`src/shared/qdc_consts.vh`:
```
// Field positions, codes and reset values of the quad converter update block
`ifndef QDC_CONSTS_VH
`define QDC_CONSTS_VH

// Control byte field positions
`define QDC_CTRL_PD_BIT 0
`define QDC_CTRL_SEL_LO 1
`define QDC_CTRL_SEL_HI 2
`define QDC_CTRL_MODE_LO 4
`define QDC_CTRL_MODE_HI 5

// Update modes
`define QDC_MODE_TEMP 2'b00
`define QDC_MODE_ONE 2'b01
`define QDC_MODE_ALL 2'b10
`define QDC_MODE_BCAST 2'b11

// High byte field positions for sleep command bits
`define QDC_SLEEP_HI_BIT 7
`define QDC_SLEEP_LO_BIT 6

// Low byte code bits live in the top two positions
`define QDC_LOW_CODE_HI 7
`define QDC_LOW_CODE_LO 6

// Register word layout
`define QDC_WORD_W 12
`define QDC_CODE_W 10
`define QDC_PD_NORMAL 2'b00

// Reset values
`define QDC_WORD_RST 12'h000
`define QDC_BYTE_RST 8'h00

// Serial bit count of one byte plus acknowledge slot
`define QDC_ACK_SLOT 4'h8
`define QDC_BIT_LAST 4'h9

`endif

```
`src/qdc_update.v`:
```
// Control byte decode and channel register update of a quad converter
`timescale 1ns/1ps
`include "qdc_consts.vh"

module qdc_update #(
   parameter CH_N = 4
) (
   input wire clk_sys_in,
   input wire reset_in,
   input wire scl_in,
   input wire sda_in,
   input wire addr_match_in,
   input wire bcast_match_in,
   output wire sda_out,
   output wire sda_oe_out,
   output wire [7:0] control_out,
   output wire [CH_N*12-1:0] staging_out,
   output wire [CH_N*12-1:0] output_code_out,
   output wire update_out
);

   // State codes, one-hot
   localparam [5:0] ST_IDLE = 6'h01;
   localparam [5:0] ST_ADDR = 6'h02;
   localparam [5:0] ST_CTRL = 6'h04;
   localparam [5:0] ST_HI = 6'h08;
   localparam [5:0] ST_LO = 6'h10;
   localparam [5:0] ST_SKIP = 6'h20;

   ////////////////////////////////////////////////////////////////////////
   // Pin synchronisers and edge detection

   reg [1:0] scl_sync_q;
   reg [1:0] sda_sync_q;
   reg scl_prev_q;
   reg sda_prev_q;

   // Two flops per pin, then a history flop
   always @(posedge clk_sys_in) begin
      if (reset_in) begin
         scl_sync_q <= 2'h3;
         sda_sync_q <= 2'h3;
         scl_prev_q <= 1'b1;
         sda_prev_q <= 1'b1;
      end else begin
         scl_sync_q <= {scl_sync_q[0], scl_in};
         sda_sync_q <= {sda_sync_q[0], sda_in};
         scl_prev_q <= scl_sync_q[1];
         sda_prev_q <= sda_sync_q[1];
      end
   end

   // Synchronised pin levels
   wire scl_s = scl_sync_q[1];
   wire sda_s = sda_sync_q[1];
   // Edges of the synchronised clock
   wire scl_rise = scl_s & ~scl_prev_q;
   wire scl_fall = ~scl_s & scl_prev_q;
   // Data change while clock high marks frame boundaries
   wire start_det = scl_s & scl_prev_q & sda_prev_q & ~sda_s;
   wire stop_det = scl_s & scl_prev_q & ~sda_prev_q & sda_s;

   ////////////////////////////////////////////////////////////////////////
   // Bit shifter and frame state

   reg [5:0] state_q;
   reg [5:0] state_d;
   reg [3:0] bit_cnt_q;
   reg [7:0] shift_q;
   reg acc_loc_q;
   reg acc_bc_q;
   reg ack_oe_q;
   reg ack_oe_d;
   reg sda_q;
   reg [7:0] ctrl_q;
   reg [7:0] hi_q;
   reg [7:0] lo_q;
   reg upd_q;

   // Byte done: acknowledge slot clock falls
   wire byte_end = scl_fall & (bit_cnt_q == `QDC_BIT_LAST);
   // Eighth data bit has been clocked in
   wire ack_start = scl_fall & (bit_cnt_q == `QDC_ACK_SLOT);
   // Inside a frame and no boundary this cycle
   wire frame_busy = (state_q != ST_IDLE) & ~start_det & ~stop_det;
   wire accepted = acc_loc_q | acc_bc_q;

   ////////////////////////////////////////////////////////////////////////
   // Control byte fields

   // Flag, update mode and channel pick of the held byte
   wire pd_flag = ctrl_q[`QDC_CTRL_PD_BIT];
   wire [1:0] mode = {ctrl_q[`QDC_CTRL_MODE_HI], ctrl_q[`QDC_CTRL_MODE_LO]};
   wire sel_hi = ctrl_q[`QDC_CTRL_SEL_HI];
   wire [1:0] ch_sel = {sel_hi, ctrl_q[`QDC_CTRL_SEL_LO]};

   // Next byte role after each acknowledge
   always @* begin
      state_d = state_q;
      case (state_q)
         ST_ADDR: begin
            if (shift_q[0] | ~(addr_match_in | bcast_match_in))
               state_d = ST_SKIP;
            else
               state_d = ST_CTRL;
         end
         ST_CTRL: begin
            state_d = ST_HI;
         end
         ST_HI: begin
            state_d = ST_LO;
         end
         ST_LO: begin
            if (pd_flag)
               state_d = ST_SKIP;
            else
               state_d = ST_HI;
         end
         ST_IDLE: begin
            state_d = ST_IDLE;
         end
         ST_SKIP: begin
            state_d = ST_SKIP;
         end
         default: begin
            state_d = ST_IDLE;
         end
      endcase
   end

   // Frame state and bit position within the byte
   always @(posedge clk_sys_in) begin
      if (reset_in) begin
         state_q <= ST_IDLE;
         bit_cnt_q <= 4'h0;
      end else if (start_det) begin
         state_q <= ST_ADDR;
         bit_cnt_q <= 4'h0;
      end else if (stop_det) begin
         state_q <= ST_IDLE;
         bit_cnt_q <= 4'h0;
      end else if (state_q != ST_IDLE) begin
         if (scl_rise)
            bit_cnt_q <= bit_cnt_q + 4'h1;
         if (byte_end) begin
            bit_cnt_q <= 4'h0;
            state_q <= state_d;
         end
      end
   end

   // Data bits shift in on clock rise, acknowledge slot skipped
   always @(posedge clk_sys_in) begin
      if (reset_in)
         shift_q <= `QDC_BYTE_RST;
      else if (frame_busy & scl_rise & (bit_cnt_q != `QDC_ACK_SLOT))
         shift_q <= {shift_q[6:0], sda_s};
   end

   // Acceptance of this frame, decided by the address byte
   always @(posedge clk_sys_in) begin
      if (reset_in) begin
         acc_loc_q <= 1'b0;
         acc_bc_q <= 1'b0;
      end else if (start_det) begin
         acc_loc_q <= 1'b0;
         acc_bc_q <= 1'b0;
      end else if (frame_busy & ack_start & (state_q == ST_ADDR)) begin
         acc_loc_q <= addr_match_in & ~shift_q[0];
         acc_bc_q <= bcast_match_in & ~shift_q[0];
      end
   end

   // Holding registers take a finished byte by its role
   always @(posedge clk_sys_in) begin
      if (reset_in) begin
         ctrl_q <= `QDC_BYTE_RST;
         hi_q <= `QDC_BYTE_RST;
         lo_q <= `QDC_BYTE_RST;
      end else if (frame_busy & ack_start & accepted) begin
         if (state_q == ST_CTRL)
            ctrl_q <= shift_q;
         if (state_q == ST_HI)
            hi_q <= shift_q;
         if (state_q == ST_LO)
            lo_q <= shift_q;
      end
   end

   // Acknowledge decision for the byte now ending
   always @* begin
      ack_oe_d = ack_oe_q;
      if (start_det | stop_det | byte_end) begin
         ack_oe_d = 1'b0;
      end else if (ack_start) begin
         case (state_q)
            ST_ADDR: ack_oe_d = ~shift_q[0] &
                                (addr_match_in | bcast_match_in);
            ST_CTRL: ack_oe_d = accepted;
            ST_HI: ack_oe_d = accepted;
            ST_LO: ack_oe_d = accepted;
            default: ack_oe_d = 1'b0;
         endcase
      end
   end

   // Acknowledge drive during the ninth clock
   always @(posedge clk_sys_in) begin
      if (reset_in) begin
         ack_oe_q <= 1'b0;
         sda_q <= 1'b0;
      end else begin
         ack_oe_q <= ack_oe_d;
      end
   end

   ////////////////////////////////////////////////////////////////////////
   // Update decision

   // Word update fires on the acknowledge fall after the low byte
   wire lo_done = byte_end & (state_q == ST_LO) & accepted;
   // Local modes need this device's own address
   wire loc_upd = lo_done & acc_loc_q & (mode != `QDC_MODE_BCAST);
   // Broadcast acts on either address match
   wire bc_upd = lo_done & (mode == `QDC_MODE_BCAST);

   // Registered marker of any register update
   always @(posedge clk_sys_in) begin
      if (reset_in)
         upd_q <= 1'b0;
      else
         upd_q <= loc_upd | bc_upd;
   end

   // Received data word, code layout
   wire [11:0] data_word = {`QDC_PD_NORMAL, hi_q,
      lo_q[`QDC_LOW_CODE_HI], lo_q[`QDC_LOW_CODE_LO]};
   // Sleep command rides in the top two high-byte bits
   wire [1:0] sleep_bits = {hi_q[`QDC_SLEEP_HI_BIT],
      hi_q[`QDC_SLEEP_LO_BIT]};

   ////////////////////////////////////////////////////////////////////////
   // Per-channel staging and output registers

   genvar gi;
   generate
      for (gi = 0; gi < CH_N; gi = gi + 1) begin : g_ch
         reg [11:0] tr_q;
         reg [11:0] tr_d;
         reg [11:0] dr_q;
         reg [11:0] dr_d;
         // Channel index compared at full width, no truncation
         wire sel = ({30'h0, ch_sel} == gi);
         // New staging content: data, or command above kept code
         wire [11:0] tr_new = pd_flag ?
            {sleep_bits, tr_q[`QDC_CODE_W-1:0]} : data_word;
         // Sleep command over the code the output already holds
         wire [11:0] dr_pd = {sleep_bits,
            dr_q[`QDC_CODE_W-1:0]};

         // Staging next value: only local words touch the selected one
         always @* begin
            tr_d = tr_q;
            if (loc_upd & sel)
               tr_d = tr_new;
         end

         // Output next value per update mode
         always @* begin
            dr_d = dr_q;
            if (loc_upd) begin
               case (mode)
                  `QDC_MODE_ONE: begin
                     if (sel)
                        dr_d = tr_new;
                  end
                  `QDC_MODE_ALL: begin
                     if (sel)
                        dr_d = tr_new;
                     else
                        dr_d = tr_q;
                  end
                  default: begin
                     dr_d = dr_q;
                  end
               endcase
            end else if (bc_upd) begin
               if (~sel_hi)
                  dr_d = tr_q;
               else if (pd_flag)
                  dr_d = dr_pd;
               else
                  dr_d = data_word;
            end
         end

         // Channel registers, cleared at reset
         always @(posedge clk_sys_in) begin
            if (reset_in) begin
               tr_q <= `QDC_WORD_RST;
               dr_q <= `QDC_WORD_RST;
            end else begin
               tr_q <= tr_d;
               dr_q <= dr_d;
            end
         end

         assign staging_out[gi*12 +: 12] = tr_q;
         assign output_code_out[gi*12 +: 12] = dr_q;
      end
   endgenerate

   ////////////////////////////////////////////////////////////////////////
   // Outputs

   // Open-drain data: low whenever the enable is high
   assign sda_out = sda_q;
   assign sda_oe_out = ack_oe_q;
   assign control_out = ctrl_q;
   assign update_out = upd_q;

endmodule

```
`config.mk`:
```
export PLATFORM = sky130hd
export DESIGN_NAME = qdc_update
export DESIGN_NICKNAME = d
export VERILOG_FILES = /design/src/qdc_update.v
export VERILOG_INCLUDE_DIRS = /design/src /design/src/shared
export SDC_FILE = /design/constraint.sdc
export NUM_CORES = 1
export LEC_CHECK = 0
export ABC_AREA = 1
export BUFFER_PORTS_ARGS = -buffer_cell sky130_fd_sc_hd__buf_2
export CORE_ASPECT_RATIO = 0.6
export CORE_MARGIN = 4
export CORE_UTILIZATION = 50
export DETAILED_ROUTE_END_ITERATION = 8
export PLACE_DENSITY = 0.83
export SYNTH_ARGS = -nofsm -noshare
export SYNTH_HDL_FRONTEND = slang
export SYNTH_SLANG_ARGS = --single-unit
```
`constraint.sdc`:
```
create_clock -name clk_sys_in -period 2.5 [get_ports clk_sys_in]
set_input_delay 0.125 -clock clk_sys_in [delete_from_list [all_inputs] [get_ports clk_sys_in]]
set_output_delay 0.125 -clock clk_sys_in [all_outputs]
set_load 0.05 [all_outputs]
```
======== After elaboration in Yosys (flattened, before gate mapping) ========
Index checks and enable logic that the tools add are counted.
word-level totals
  register bits ........................... 148
  input port bits ......................... 6
  output and inout bits ................... 107
  word-level logic and storage cells ...... 154
cells by class
  add/subtract/negate cells ............... 1
  eq/ne operators ......................... 22
  multiplexer cells ....................... 39
  bitwise logic cells ..................... 42
  reduce and logical (&&, ||, !) cells .... 23
operator list
  kind                                                                     count
  12-bit 2-to-1 mux                                                        25
  12-bit one-hot mux with 2 select lines                                   4
  6-bit one-hot mux with 5 select lines                                    1
  1-bit AND                                                                28
  4-bit AND reduction                                                      4
  6-bit 2-to-1 mux                                                         2
  3-bit inequality test, second input constant                             4
  2-bit AND reduction                                                      6
  3-bit AND reduction                                                      4
  2-bit == test, second input constant                                     4
  4-bit == test, second input constant                                     2
  2-bit 2-to-1 mux                                                         4
  4-bit 2-to-1 mux                                                         2
  1-bit inverter                                                           8
  6-bit by 2-bit == test with 1-bit output, second input constant          1
  6-bit by 3-bit == test with 1-bit output, second input constant          1
  6-bit by 4-bit == test with 1-bit output, second input constant          1
  6-bit by 5-bit == test with 1-bit output, second input constant          1
  6-bit == test, second input constant                                     1
  6-bit by 1-bit inequality test with 1-bit output, second input constant  1
  1-bit bitwise OR                                                         6
  3-bit nonzero test                                                       2
  3-bit OR reduction                                                       2
  4-bit by 1-bit adder with 4-bit output, second input constant            1
  9 further kinds                                                          12

======== Depth between registers and ports, before layout ========
  word-level depth ........................ 9
  gate-level depth with buffers ........... 12
  depth with buffers taken out ............ 11

======== Worst setup path after synthesis ========
OpenSTA, ideal clock, no wires.
  kind .................................... reg2reg
  start ................................... reg ctrl_q[4] (netlist: control_out[4])
  end ..................................... reg g_ch[0].dr_q[1]
  setup time .............................. 0.113 ns
  arrival time ............................ 1.760 ns
  required time ........................... 2.387 ns
  setup slack ............................. 0.627 ns
  stages on the path, launching flop included .. 11
  buffers on the path ..................... 1
  clock period less this slack ............ 1.873 ns
  cell sequence ........................... dfxtp_1 > inv_1 > nand2_1 > inv_1 > o21ai_1 > clkbuf_1 > o21ai_0 > nand2_1 > nand2_1 > nor2_1 > nor2_1
on the way
  cells in the longest elaborated chain, start to end .. 4
  elaborated cells on any way between the ends .. 13
  those cells by class .................... 7 x eq/ne; 2 x mux; 2 x bitwise; 2 x reduce/logical
RTL lines
  item                                                                                      RTL line                            text
  start: declaration                                                                        qdc_update.v:75                     reg [7:0] ctrl_q;
  start signal: assignment                                                                  qdc_update.v:177                    ctrl_q <= `QDC_BYTE_RST;
  start signal: assignment                                                                  qdc_update.v:182                    ctrl_q <= shift_q;
  2-bit inequality test (no line) or 2-bit == test (tied branches)                          -
  1-bit AND (on tied branches)                                                              qdc_update.v:223, qdc_update.v:225
  3-bit by 1-bit inequality test with 1-bit output (no line), or another cell as far along  -
  4-bit AND reduction (no line)                                                             -
  end signal: assignment                                                                    qdc_update.v:301                    dr_q <= `QDC_WORD_RST;
  end signal: assignment                                                                    qdc_update.v:304                    dr_q <= dr_d;
  end: declaration                                                                          qdc_update.v:250                    reg [11:0] dr_q;
Parallel ways exist; a longest one is shown, timed or not.
A chain may end at the register's enable or synchronous reset.

======== Worst setup path after layout ========
  start ................................... reg bit_cnt_q[0]
  end ..................................... reg g_ch[0].dr_q[9]
on the way
  cells in the longest elaborated chain, start to end .. 8
  elaborated cells on any way between the ends .. 13
  those cells by class .................... 4 x eq/ne; 1 x mux; 6 x bitwise; 2 x reduce/logical
RTL lines
  item                                                                                      RTL line          text
  start: declaration                                                                        qdc_update.v:68   reg [3:0] bit_cnt_q;
  start signal: assignment                                                                  qdc_update.v:144  bit_cnt_q <= bit_cnt_q + 4'h1;
  4-bit == test (no line) (*)                                                               -
  1-bit AND (*)                                                                             qdc_update.v:81   wire byte_end = scl_fall & (bit_cnt_q == `QDC_BIT_LAST);
  1-bit AND (*) (2 in series)                                                               qdc_update.v:221  wire lo_done = byte_end & (state_q == ST_LO) & accepted;
  1-bit AND (2 in series)                                                                   qdc_update.v:223  wire loc_upd = lo_done & acc_loc_q & (mode != `QDC_MODE_BCAST);
  3-bit by 1-bit inequality test with 1-bit output (no line), or another cell as far along  -
  4-bit AND reduction (no line)                                                             -
Mark *: on every way between the ends. The rest lies on a longest branch, timed or not.

==> results.toml <==
[worst_setup_path]
cp_max_fo = 21
reg2reg_to = "g_ch[0].dr_q[9]"
r2r_slack_ns = 0.38
r2r_cells = 8
crit_path_start_kind = "flip-flop"
crit_start = "bit_cnt_q[0]"
r2r_start = "bit_cnt_q[0]"
crit_arrival_ns = 2.43
required_ns = 2.81
crit_end = "g_ch[0].dr_q[9]"
crit_path_end_kind = "flip-flop"
crit_type = "reg2reg"

[power]
swShare_pct = 20.4
max-vdd-ir-drop_v = 0.000362
p_int_mw = 4.18
pwr-share-seq_pct = 43.3
combPwrFrac_pct = 1.8
power_density_mw_per_mm2 = 605
p_switching_mw = 1.07
leakage_nw = 4.17
clkPwrFrac_pct = 54.9
power.total_mw = 5.25

[die]
row_count = 34
die_area_mm2 = 0.0168
initial_utilization_pct = 50.9
dieWidth_um = 165
core_area_mm2 = 0.0145
die_h_um = 102
io_pins = 113

[cts]
cts_sinks = 142
clk_pin_slew_ns = 0.06
cts_setup_buffers = 0
cts_root_buffer = "clkbuf_16"
cts_tree = "done"
clockBufferDepth = 2
holdBufCountCts = 2
cts_resized = 0
clkLatencyLatePin_ns = 0.42
cts_buffers = 17
htree_levels = 4

[drt]
drtAntennaViolNets = 0
num_vias = 7864
drt_iter0_markers = 902
routed_wl_mm = 22.3
via_per_inst = 5.42
route.detailed.drc = 0
dr.pass1.iters = 6
wl_per_cell_um = 15.4

[global_routing]
antenna_found_initial = 0
grt-busiest-layer = "met2"
first_global_vias = 6944
gr-usage-all-layers_pct = 26.5
met1_usage_pct = 37.6
grt_pass1_wl_mm = 35.2
gr-usage-met2_pct = 38.8
met3_usage_pct = 7.98
grt_overflow_total = 0
grt_max_degree = 120

[yosys]
yosysTopAreaCell = "dfxtp_1"
yosys-top-cells-area = "dfxtp_1 39%, o21ai_0 15%, nand2_1 15%"
synth-edff-count = 0
ys_types = 33
synth_flop_cell = "dfxtp_1"
ys.warnings.count = 0
synth_fp_nets = 1162
synthCells = 1153
synth_seq_cells = 142
async_flop_share_pct = 0
synth_area_per_cell_um2 = 6.38
synth_area_mm2 = 0.00736
synth_top_area_share_pct = 38.6
ys_seq_area_share_pct = 38.6

[placed_design]
portBuffers = 111
dpl.hpwl_mm = 14.8
place_ws_ns = 0.401
globalplace.congestion = 0.971

[run_status]
status = "complete, no violations"

[sta]
final.period_utilization_pct = 84.8
worst_slack_ns = 0.380
fmax_ghz = 0.472
rsz0062_at_grt = "no"
fin_crit_ns = 2.12
fin_setup_tns_ns = 0
finalSetupViolCount = 0
hold_viol = 0
fin_skew_ns = 0.00836
finalMaxSlewViolations = 0

[cells_and_area]
layout_commonest_cell = "nand2_1"
n_antenna_cell = 0
areaGrowthSynthToFinish_pct = 17.8
drive_above_1_share_pct = 14.8
layout_common_cells = "289 x nand2_1, 225 x o21ai_0, 143 x nor2_1"
nets = 1249

[worst_hold_path]
hold_class = "in2reg"

[job]
cap_violations = 0
==> layout make-up <==
type | count | area, um2
fill | 1332 | 5790
multi-input combinational | 812 | 3670
sequential | 142 | 2840
inverter | 137 | 515
clock inverter | 9 | 180
timing repair buffer | 130 | 728
clock buffer | 23 | 488
tap | 198 | 248
==> metrics by stage <==
stage / utilization (%) / cells / hold slack [ns] / instance area, um2
final: 60.0 / 1451 / 0.0519 / 8670
after global routing: 60.0 / 1451 / 0.0719 / 8670
after CTS: 60.0 / 1451 / 0.0434 / 8670
after detailed placement: 55.2 / 1417 / 0.316 / 7980
after global placement: 55.2 / 1417 / 0.311 / 7980
after floorplan: - / 1153 / 0.229 / 7360
==> Yosys cell counts (all sizes together), types with 2 or more instances <==
cell,number
a211oi,3
or2,5
nor2,152
o21ai,238
dfxtp,142
ha,3
clkinv,2
buf,34
inv,135
clkbuf,28
nand4,8
nand2,293
nand3,31
a21oi,71
nor3,2
==> flip-flops by register name, indices dropped and copies added, names as in the netlist <==
register,count
acc_loc_q,1
bit_cnt_q,4
g_ch.dr_q,48
scl_sync_q,2
shift_q,8
hi_q,8
sda_oe_out,1
control_out,8
state_q,6
lo_q,2
update_out,1
sda_prev_q,1
sda_sync_q,2
g_ch.tr_q,48
acc_bc_q,1
scl_prev_q,1
==> cell families (layout without fill, tap and decap cells) <==
group,Yosys count,count (layout),synth area share (%)
AOI/OAI and AO/OA,315,315,21.6
xor gates and xnor gates,1,1,0.119
adders and majority gates,3,3,0.510
buffers and inverters,199,299,11.5
DFF,142,142,38.6
other,1,1,0.0510
and+or+nand+nor,492,492,27.5
==> power groups by stage <==
stage | Combinational [mW] | Clock, mW | Sequential, mW
final | 0.0939 | 2.88 | 2.27
after global routing | 0.104 | 3.01 | 2.27
after CTS | 0.0913 | 2.89 | 2.27
after detailed placement | 0.0880 | 0 | 2.32
after global placement | 0.0872 | 0 | 2.32
after floorplan | 0.0668 | 0 | 2.32
==> worst min path at each step <==
stage | from | to | slack, ns | cells past startpoint
floorplan | scl_in | scl_sync_q[0] | 0.23 | 1
global placement | sda_in | sda_sync_q[0] | 0.31 | 2
detailed placement | sda_in | sda_sync_q[0] | 0.32 | 2
CTS | bcast_match_in | acc_bc_q | 0.04 | 3
global route | bcast_match_in | acc_bc_q | 0.07 | 3
finish | bcast_match_in | acc_bc_q | 0.05 | 3
==> critical path, stage by stage (launching register included) <==
cell,delay [ns]
dfxtp_1,0.40
ha_1,0.19
nand3_2,0.17
nor2_8,0.18
nand2_4,0.17
nand2_2,0.17
nand3_2,0.37
nor2_1,0.26
nor2_1,0.07
==> per-layer routing <==
layer,wire length (um),up-vias
met1,9700,3512
met5,0,-
met2,9230,463
li1,-,3845
met4,448,0
met3,2970,44
(Power assumes the default switching activity.)
